[config.mk]
export PLATFORM = sky130hd
export DESIGN_NAME = dma_out_status
export DESIGN_NICKNAME = d
export VERILOG_FILES = /design/src/pkg/dma_out_pkg.sv /design/src/rtl/dma_out_channel.sv /design/src/rtl/dma_out_status.sv
export VERILOG_INCLUDE_DIRS = /design/src /design/src/pkg
export SDC_FILE = /design/constraint.sdc
export NUM_CORES = 1
export LEC_CHECK = 0
export ABC_AREA = 1
export BUFFER_PORTS_ARGS = -buffer_cell sky130_fd_sc_hd__clkbuf_2
export CAP_MARGIN = 20
export CORE_MARGIN = 10
export CORE_UTILIZATION = 45
export CTS_CLUSTER_DIAMETER = 50
export DETAILED_ROUTE_END_ITERATION = 6
export MAX_ROUTING_LAYER = met4
export PLACE_DENSITY_LB_ADDON = 0.1
export SYNTH_ARGS = -nofsm -noshare
export SYNTH_HDL_FRONTEND = slang
export SYNTH_SLANG_ARGS = --single-unit
[constraint.sdc]
create_clock -name mclk -period 2.04 [get_ports mclk]
set_input_delay 0.102 -clock mclk [delete_from_list [all_inputs] [get_ports mclk]]
set_output_delay 0.102 -clock mclk [all_outputs]
set_load 0.01 [all_outputs]
[src/pkg/dma_out_defines.svh]
// Register addresses, field positions, reset values and widths of the OUT DMA status block
`ifndef DMA_OUT_DEFINES_SVH
`define DMA_OUT_DEFINES_SVH

// ----------------------------------------------------------------
// Register addresses (MCU byte space)
// ----------------------------------------------------------------
`define ADDR_CH1_RD_LOW      16'hffb6
`define ADDR_CH1_RD_HIGH     16'hffb5
`define ADDR_CH1_WR_HIGH     16'hffb7
`define ADDR_CH1_WR_LOW      16'hffb8
`define ADDR_CH0_RD_HIGH     16'hffb9
`define ADDR_CH0_RD_LOW      16'hffba
`define ADDR_CH0_WR_HIGH     16'hffbb
`define ADDR_CH0_WR_LOW      16'hffbc
`define ADDR_CH0_FILL_LOW    16'hffeb
`define ADDR_CH0_FILL_HIGH   16'hffec
`define ADDR_BULK_CNT_HIGH   16'hfff1
`define ADDR_BULK_CNT_LOW    16'hfff2
`define ADDR_CH1_FILL_LOW    16'hfff3
`define ADDR_CH1_FILL_HIGH   16'hfff4

// ----------------------------------------------------------------
// Widths, field positions and reset values
// ----------------------------------------------------------------
`define INDEX_W              11
`define COUNT_W              16
`define INDEX_HIGH_W         3
`define RESET_BYTE           8'h00
`define RESET_COUNT          16'h0000
`define RESET_INDEX          11'h000
`define HIGH_PAD_ZERO        5'h00

`endif

[src/pkg/dma_out_pkg.sv]
// Types shared by the OUT DMA status block
package dma_out_pkg;

	// Live view of one channel's isochronous OUT buffer
	typedef struct packed {
		logic [15:0] content;   // Bytes held right now
		logic [10:0] wr_index;  // Buffer manager write index
		logic [10:0] rd_index;  // DMA read index
	} chan_live_t;

	// Bulk handshake sequencer states
	typedef enum logic [1:0] {
		BULK_IDLE,
		BULK_MOVING,
		BULK_RELEASE
	} bulk_state_t;

endpackage

[src/rtl/dma_out_channel.sv]
// One channel: SOF fill snapshot, index copies and modulo fill estimate
`timescale 1ns/1ps
`include "dma_out_defines.svh"

module dma_out_channel
	import dma_out_pkg::*;
(
	input  wire logic        mclk,
	input  wire logic        rst_n,
	input  wire logic        ce,
	input  wire logic        sof,
	input  wire chan_live_t  live,
	output logic [15:0]      fill_snapshot,
	output logic [10:0]      wr_copy,
	output logic [10:0]      rd_copy,
	output logic [10:0]      fill_estimate
);

	// ----------------------------------------------------------------
	// Frame snapshot
	// ----------------------------------------------------------------
	// Only SOF loads it, so a read mid-frame is stable for rate matching
	always_ff @(posedge mclk or negedge rst_n) begin
		if (!rst_n) begin
			fill_snapshot <= `RESET_COUNT;
		end else if (ce && sof) begin
			fill_snapshot <= live.content;
		end
	end

	// ----------------------------------------------------------------
	// Index copies and estimate
	// ----------------------------------------------------------------
	// Indexes track every cycle that ce is high; firmware may read them at any time
	always_ff @(posedge mclk or negedge rst_n) begin
		if (!rst_n) begin
			wr_copy       <= `RESET_INDEX;
			rd_copy       <= `RESET_INDEX;
			fill_estimate <= `RESET_INDEX;
		end else if (ce) begin
			wr_copy       <= live.wr_index;
			rd_copy       <= live.rd_index;
			// 11-bit subtract wraps by itself, so a pointer wrap stays correct
			fill_estimate <= live.wr_index - live.rd_index;
		end
	end

endmodule

[src/rtl/dma_out_status.sv]
// OUT DMA status registers: fill snapshots, indexes and bulk packet count
`timescale 1ns/1ps
`include "dma_out_defines.svh"

module dma_out_status
	import dma_out_pkg::*;
(
	input  wire logic        mclk,
	input  wire logic        rst_n,
	input  wire logic        ce,
	// MCU register port, same clock
	input  wire logic [15:0] mcu_addr,
	input  wire logic [7:0]  mcu_wdata,
	input  wire logic        mcu_wr,
	input  wire logic        mcu_rd,
	output logic [7:0]       mcu_rdata,
	output logic             mcu_rvalid,
	// Frame timer
	input  wire logic        sof,
	// Live buffer state per channel
	input  wire chan_live_t  ch0_live,
	input  wire chan_live_t  ch1_live,
	// Channel control bits held in the control register block
	input  wire logic        channel_enable,
	input  wire logic        per_packet_handshake_enable,
	// Bulk datapath handshake
	input  wire logic        bulk_packet_ready,
	input  wire logic        bulk_packet_done,
	output logic             bulk_move_start,
	output logic             channel_enable_clear,
	output logic             bulk_packet_irq,
	output logic             bulk_auto_active,
	// Fill estimates for the rate logic
	output logic [10:0]      ch0_fill_estimate,
	output logic [10:0]      ch1_fill_estimate
);

	// ----------------------------------------------------------------
	// Declarations
	// ----------------------------------------------------------------
	logic [15:0]  ch0_fill;                // Channel 0 frame snapshot
	logic [15:0]  ch1_fill;                // Channel 1 frame snapshot
	logic [10:0]  ch0_wr;                  // Channel 0 write index copy
	logic [10:0]  ch0_rd;                  // Channel 0 read index copy
	logic [10:0]  ch1_wr;                  // Channel 1 write index copy
	logic [10:0]  ch1_rd;                  // Channel 1 read index copy
	logic [15:0]  bulk_packets_remaining;  // Packets still to handle
	bulk_state_t  bulk_state;              // Handshake sequencer
	bulk_state_t  next_bulk_state;         // Its next value
	logic [7:0]   next_rdata;              // Read mux result
	logic         wr_cnt_high;             // Write hits count high byte
	logic         wr_cnt_low;              // Write hits count low byte
	logic         packet_finished;         // Packet completed in handshake mode

	// ----------------------------------------------------------------
	// Channel instances
	// ----------------------------------------------------------------
	// Both channels are identical, so one module serves each
	dma_out_channel u_ch0 (
		.mclk          (mclk),
		.rst_n         (rst_n),
		.ce            (ce),
		.sof           (sof),
		.live          (ch0_live),
		.fill_snapshot (ch0_fill),
		.wr_copy       (ch0_wr),
		.rd_copy       (ch0_rd),
		.fill_estimate (ch0_fill_estimate)
	);

	dma_out_channel u_ch1 (
		.mclk          (mclk),
		.rst_n         (rst_n),
		.ce            (ce),
		.sof           (sof),
		.live          (ch1_live),
		.fill_snapshot (ch1_fill),
		.wr_copy       (ch1_wr),
		.rd_copy       (ch1_rd),
		.fill_estimate (ch1_fill_estimate)
	);

	// ----------------------------------------------------------------
	// Write decode
	// ----------------------------------------------------------------
	// Only the packet count is writable; all other addresses ignore writes
	assign wr_cnt_high = mcu_wr && (mcu_addr == `ADDR_BULK_CNT_HIGH);
	assign wr_cnt_low  = mcu_wr && (mcu_addr == `ADDR_BULK_CNT_LOW);

	// A packet counts once its move ends while handshake mode is on
	assign packet_finished = (bulk_state == BULK_MOVING) && bulk_packet_done;

	// ----------------------------------------------------------------
	// Bulk packet count
	// ----------------------------------------------------------------
	// A firmware byte write wins over a decrement in the same cycle:
	// firmware only loads the count while the channel is idle
	always_ff @(posedge mclk or negedge rst_n) begin
		if (!rst_n) begin
			bulk_packets_remaining <= `RESET_COUNT;
		end else if (ce) begin
			if (wr_cnt_high) begin
				bulk_packets_remaining[15:8] <= mcu_wdata;
			end else if (wr_cnt_low) begin
				bulk_packets_remaining[7:0] <= mcu_wdata;
			end else if (packet_finished && (bulk_packets_remaining != `RESET_COUNT)) begin
				// Never wraps below zero
				bulk_packets_remaining <= bulk_packets_remaining - 16'h0001;
			end
		end
	end

	// Automatic handling lasts while packets remain, up to 65535 of them
	assign bulk_auto_active = channel_enable && per_packet_handshake_enable
		&& (bulk_packets_remaining != `RESET_COUNT);

	// ----------------------------------------------------------------
	// Handshake sequencer
	// ----------------------------------------------------------------
	// Idle until enabled with a packet waiting, then move exactly one
	always_comb begin
		next_bulk_state = bulk_state;
		case (bulk_state)
			BULK_IDLE: begin
				if (channel_enable && per_packet_handshake_enable && bulk_packet_ready) begin
					next_bulk_state = BULK_MOVING;
				end
			end
			BULK_MOVING: begin
				if (bulk_packet_done) begin
					next_bulk_state = BULK_RELEASE;
				end
			end
			BULK_RELEASE: begin
				// Wait for the enable to drop so one enable moves one packet,
				// unless packets remain for automatic handling
				if (!channel_enable || (bulk_packets_remaining != `RESET_COUNT)) begin
					next_bulk_state = BULK_IDLE;
				end
			end
			default: begin
				next_bulk_state = BULK_IDLE;
			end
		endcase
	end

	// State register
	always_ff @(posedge mclk or negedge rst_n) begin
		if (!rst_n) begin
			bulk_state <= BULK_IDLE;
		end else if (ce) begin
			bulk_state <= next_bulk_state;
		end
	end

	// ----------------------------------------------------------------
	// Handshake outputs
	// ----------------------------------------------------------------
	// Start pulse tells the datapath to fetch one packet
	always_ff @(posedge mclk or negedge rst_n) begin
		if (!rst_n) begin
			bulk_move_start <= 1'b0;
		end else if (ce) begin
			bulk_move_start <= (bulk_state == BULK_IDLE) && (next_bulk_state == BULK_MOVING);
		end
	end

	// Per-packet mode clears the enable and interrupts after every packet;
	// with packets left in the count the enable stays and no interrupt fires
	// until the last one, so firmware is not involved between packets
	always_ff @(posedge mclk or negedge rst_n) begin
		if (!rst_n) begin
			channel_enable_clear <= 1'b0;
			bulk_packet_irq      <= 1'b0;
		end else if (ce) begin
			channel_enable_clear <= packet_finished
				&& (bulk_packets_remaining <= 16'h0001);
			bulk_packet_irq      <= packet_finished
				&& (bulk_packets_remaining <= 16'h0001);
		end
	end

	// ----------------------------------------------------------------
	// Read mux
	// ----------------------------------------------------------------
	// Pure decode: no read changes any state; unmapped bytes read zero
	always_comb begin
		next_rdata = `RESET_BYTE;
		case (mcu_addr)
			`ADDR_CH0_FILL_LOW:  next_rdata = ch0_fill[7:0];
			`ADDR_CH0_FILL_HIGH: next_rdata = ch0_fill[15:8];
			`ADDR_CH1_FILL_LOW:  next_rdata = ch1_fill[7:0];
			`ADDR_CH1_FILL_HIGH: next_rdata = ch1_fill[15:8];
			`ADDR_BULK_CNT_LOW:  next_rdata = bulk_packets_remaining[7:0];
			`ADDR_BULK_CNT_HIGH: next_rdata = bulk_packets_remaining[15:8];
			`ADDR_CH0_WR_LOW:    next_rdata = ch0_wr[7:0];
			`ADDR_CH0_WR_HIGH:   next_rdata = {`HIGH_PAD_ZERO, ch0_wr[10:8]};
			`ADDR_CH1_WR_LOW:    next_rdata = ch1_wr[7:0];
			`ADDR_CH1_WR_HIGH:   next_rdata = {`HIGH_PAD_ZERO, ch1_wr[10:8]};
			`ADDR_CH0_RD_LOW:    next_rdata = ch0_rd[7:0];
			`ADDR_CH0_RD_HIGH:   next_rdata = {`HIGH_PAD_ZERO, ch0_rd[10:8]};
			`ADDR_CH1_RD_LOW:    next_rdata = ch1_rd[7:0];
			`ADDR_CH1_RD_HIGH:   next_rdata = {`HIGH_PAD_ZERO, ch1_rd[10:8]};
			default:             next_rdata = `RESET_BYTE;
		endcase
	end

	// Read data registered one cycle after the strobe
	always_ff @(posedge mclk or negedge rst_n) begin
		if (!rst_n) begin
			mcu_rdata  <= `RESET_BYTE;
			mcu_rvalid <= 1'b0;
		end else if (ce) begin
			mcu_rvalid <= mcu_rd;
			if (mcu_rd) begin
				mcu_rdata <= next_rdata;
			end
		end
	end

endmodule

### Word level (Yosys, flattened, before mapping)

Index checks and enable logic that the tools add are counted.

| storage, ports and cells | value |
|---|---|
| bits in registers | 127 |
| bits of input ports | 110 |
| output and inout bits | 35 |

| cells by class | value |
|---|---|
| add/subtract/negate cells | 3 |
| $lt $le $gt $ge | 1 |
| equality and inequality tests | 18 |
| multiplexer cells | 9 |
| bitwise gates (word level) | 1 |
| reductions and logical operators | 19 |

Operator list:

| kind | number |
|---|---|
| $eq 16x16->1 const B | 14 |
| $pmux 8 s14 | 1 |
| $mux 8 | 3 |
| $sub 11x11->11 | 2 |
| $le 16x1->1 const B | 1 |
| $mux 16 | 1 |
| $reduce_bool 16->1 | 1 |
| $sub 16x1->16 const B | 1 |
| $logic_and 1x1->1 | 10 |
| $mux 2 | 3 |
| $pmux 2 s3 | 1 |
| $reduce_and 3->1 | 2 |
| $eq 2x1->1 const B | 2 |
| $reduce_bool 2->1 | 2 |
| $eq 2x2->1 const B | 1 |
| $logic_not 2->1 | 1 |
| $ne 2x2->1 const B | 1 |
| $reduce_and 2->1 | 1 |
| $logic_not 1->1 | 1 |
| $logic_or 1x1->1 | 1 |
| $not 1->1 | 1 |

### Depth between registers and ports, before layout

| depth | value |
|---|---|
| word-level depth | 6 |
| gate-level depth with buffers | 12 |
| depth with buffers taken out | 12 |

### Modules after synthesis

Synthesis repeated with hierarchy kept, for this count alone.

| unflattened totals | value |
|---|---|
| cells, all modules | 1015 |
| area total of the unflattened synthesis | 7707.4 µm² |

By module, submodules not included:

| module | instances | cells each | area an instance (µm²) |
|---|---|---|---|
| dma_out_channel | 2 | 266 | 2413.6 |
| dma_out_status | 1 | 483 | 2880.3 |

### Worst setup path after synthesis

No wires, ideal clock.

| timing | value |
|---|---|
| path type | register -> register |
| start point | register bulk_packets_remaining[0] |
| end point | register bulk_packets_remaining[12] |
| library setup time | 123 ps |
| arrival time | 1452 ps |
| data required time | 1917 ps |
| slack | 465 ps |
| cell stages (with the launch flop) | 12 |
| path buffers | 0 |
| cells stage by stage | dfrtp_1 > inv_1 > ha_1 > nand3_1 > inv_1 > nand2_1 > nor2_1 > nand2_1 > nand2_1 > nor2_1 > a21oi_1 > o21ai_1 |

| on the way | value |
|---|---|
| word-level cells in the longest chain between the ends | 4 |

Ends and longest elaborated chain:

| item | line | text |
|---|---|---|
| start: declaration | dma_out_status.sv:47 | `logic [15:0] bulk_packets_remaining;` |
| start signal: assignment | dma_out_status.sv:100 | `` bulk_packets_remaining <= `RESET_COUNT; `` |
| start signal: assignment | dma_out_status.sv:105 | `bulk_packets_remaining[7:0] <= mcu_wdata;` |
| start signal: assignment | dma_out_status.sv:108 | `bulk_packets_remaining <= bulk_packets_remaining - 16'h0001;` |
| $sub 16x1->16 / $reduce_bool 16->1 (equally long branches) | -- |  |
| $mux 16 / $logic_and 1x1->1 (equally long branches) | dma_out_status.sv:106 | `` end else if (packet_finished && (bulk_packets_remaining != `RESET_COUNT)) begin `` |
| $mux 8 / $reduce_bool 2->1 (equally long branches) | -- |  |
| $mux 8 / $reduce_and 3->1 (equally long branches) | -- |  |

Several ways; a longest one is shown, not always the timed one. The select of a mux whose other input is x is not followed.
A chain may end at the register's enable or synchronous reset.

### Worst setup path in the final report

Same ends and word-level chain as after synthesis.

==> out/results.ini <==
[logic_synthesis]
synthMostInstantiatedCell=nand2_1
ys_seq_area_frac=0.426
synthMuxAreaShare=0.0408
synth-edff-count=0
syn-cell-area_sq_um=7460
yosysTopAreaCellShare=0.426
synth_top_family_by_area=simple AND/OR/NAND/NOR gates
synthTopCellsByArea=dfrtp_1, nand2_1, nand3_1
async_reset_ff_frac=1.00
synthCells=976
synth_common_cells=nand2_1, dfrtp_1, nand3_1
synth-seq-cells=127
synthesis.nets=1111
synth_top_area_cell=dfrtp_1
synth_fa_ha_area_frac=0.0439
synth_compound_area_frac=0.106
synth_ff_type=dfrtp_1
synth_cell_types=40
post_synth_and_or_nand_nor_area_fraction=0.297
avgSynthCellArea_sq_um=7.64
synthXorXnorAreaFrac=0.0141
yosysWarningCount=0

[clock_tree]
clkTransAtPathRegs_ns=0.06
numCtsBuffers=17
htreeDepth=4
clk_latency_ns=0.42
cts_tree=yes
clockRootBuffer=clkbuf_16
clock-sinks=127
clockBufferDepth=2

[worst_setup_path]
cp_num_cells=11
worstPathRequired_ns=2.34
slowest_delay_ns=0.41
start_kind=flop
cpLargestDelayFamily=simple AND/OR/NAND/NOR gates
end_kind=flop
crit_type=flop to flop
cp_data_arrival_time_ns=2.17
cp_slowest_cell=dfrtp_1
cp_num_buf_inv=2
reg2reg_depth=11
critPathMaxFanout=5
crit_top_cell=nand2_1
crit_chain=inv_1, ha_1, nand3_1, inv_1, nand2_1, nor2_2, nand2_1, nand2_1, nor2_1, a21oi_1, o21ai_1

[detailed_routing]
drt_iter0_drc=385
drtAntennaViolNets=0
drt_pass1_iterations=5
wirelength_microns=22100
viasPerCell=4.97
route.detailed.drc=0
wire_per_inst_microns=15.5
vias=7108

[placement]
dpl.hpwl_microns=16400
io_buffers=144
place_congestion=0.947

[pwr]
p_per_area_nw_per_um2=784
leakagePower_nw=5.13
totalPowerFinal_w=0.00773
peakVddDrop_mv=0.596

[sta]
skew_ns=0.00761
rsz0062_at_grt=false
timing.final.crit_period_ns=1.87
fin_tns_setup_ns=0
slew_viol_final=0
max_freq_mhz=533
layout_worst_path_cycle_share=0.919
slew_headroom=0.603
finalHoldViolCount=0
finalSetupViolCount=0
worstMarginPinSlew_ns=0.594

[floorplan]
start_util=0.455
rows=47
die_h_microns=149
die_w_microns=149
core-area_sq_um=16400
num_io_pins=145
dieArea_sq_um=22100

[grt]
antenna_found_initial=0
grt_use_total=0.213
grt_max_degree=86
first_global_vias=7233
grt_pass1_wl_microns=36800
globalRouteOverflowTotal=0

[status]
status=completed

[finish]
drive_gt1_frac=0.211
nets=1335
n_antenna_cell=0
syn_to_final_growth_pct=32.2

[hold_path]
holdCritPathClass=input pin to flop
holdPathStages=3

[flow_run]
maxCapViolations=0

==> report_power, final <==
part | total, W | switching, W | leakage, nW | internal [W]
clock | 0.00317 | 0.00108 | 0.290 | 0.00209
sequential | 0.00303 | 0.000199 | 1.53 | 0.00283
combinational | 0.00153 | 0.000860 | 3.31 | 0.000666
==> kinds of logic after synthesis <==
| family | after synthesis |
|---|---|
| compound gates | 141 |
| xor+xnor | 12 |
| fa+ha+maj | 25 |
| buf+inv | 132 |
| flops | 127 |
| mux | 27 |
| simple gates | 512 |
==> worst register-to-register path: cells and delay by family, from the launching register on <==
kind,cells,cell delay [ns]
buffers and inverters,2,0.28
adders and majority gates,1,0.24
and+or+nand+nor,6,0.61
AOI/OAI and AO/OA,2,0.22
DFF,1,0.41
==> placed cells by master, fill, tap and decap left out, drive strengths merged <==
cell type,n
buf,13
clkbuf,167
nor3,6
o211ai,1
a21boi,4
bufinv,4
clkinvlp,1
o21a,1
inv,101
xor2,9
nand2,296
o31ai,1
nand3,102
o21bai,5
a21o,2
xnor2,3
a21oi,30
nand3b,3
mux2,27
ha,23
o2111ai,1
dlygate4sd3,77
or2,4
a31oi,7
nand4,7
dfrtp,127
nor2,93
clkinv,4
and2,1
o21ai,89
fa,2
==> cell type report <==
cell class,instances,area (sq um)
Clock buffer,24,472
Clock inverter,6,133
Fill cell,1512,6540
Inverter,104,405
Multi-Input combinational cell,717,3750
Sequential cell,127,3180
Tap cell,220,275
Timing Repair Buffer,233,1650
==> stage by stage <==
| stage | area, sq um | cells | worst slack, ns | utilization | hold WS (ns) |
|---|---|---|---|---|---|
| floorplan | 7460 | 976 | 0.465 | - | -0.194 |
| global placement | 8480 | 1324 | 0.169 | 0.517 | 0.0662 |
| detailed placement | 8480 | 1324 | 0.139 | 0.517 | 0.0589 |
| CTS | 9860 | 1431 | 0.0849 | 0.601 | 0.00113 |
| global route | 9860 | 1431 | 0.0494 | 0.601 | 0.00744 |
| finish | 9860 | 1431 | 0.165 | 0.601 | 0.0146 |
==> layer usage <==
metal | GRT usage | part of all wire | vias up
li1 | - | - | 3608
met1 | 0.268 | 0.45 | 3295
met2 | 0.343 | 0.48 | 185
met3 | 0.0385 | 0.052 | 20
met4 | 0.0628 | 0.013 | 0
met5 | - | 0 | -
==> path summary, 6_finish.rpt <==
check	end	startpoint	slack (ns)
worst max-delay path	bulk_packets_remaining[12]$_DFFE_PN0P_	bulk_packets_remaining[0]$_DFFE_PN0P_	0.17
max in group asynchronous	bulk_packet_irq$_DFFE_PN0P_	rst_n	1.29
worst min-delay path	u_ch0.wr_copy[1]$_DFFE_PN0P_	ch0_live[12]	0.01
worst max register to register	bulk_packets_remaining[12]$_DFFE_PN0P_	bulk_packets_remaining[0]$_DFFE_PN0P_	0.17
min in group asynchronous	bulk_packets_remaining[6]$_DFFE_PN0P_	rst_n	0.15
worst min register to register	u_ch0.wr_copy[8]$_DFFE_PN0P_	u_ch0.wr_copy[8]$_DFFE_PN0P_	0.47
==> state kept, by name, indices dropped and copies added, names as in the netlist, 2 cells and up <==
register	flops
bulk_packets_remaining	16
u_ch0.fill_snapshot	16
u_ch1.fill_snapshot	16
u_ch0.fill_estimate	11
u_ch0.rd_copy	11
u_ch0.wr_copy	11
u_ch1.fill_estimate	11
u_ch1.rd_copy	11
u_ch1.wr_copy	11
mcu_rdata	8
bulk_state	2
==> timing repair <==
action,in CTS,in global routing
buffers inserted,0,0
gates resized for setup,0,2
hold endpoints to repair,120,0
endpoints found under the setup margin,0,7
hold buffers,77,0
(Power assumes the default switching activity.)
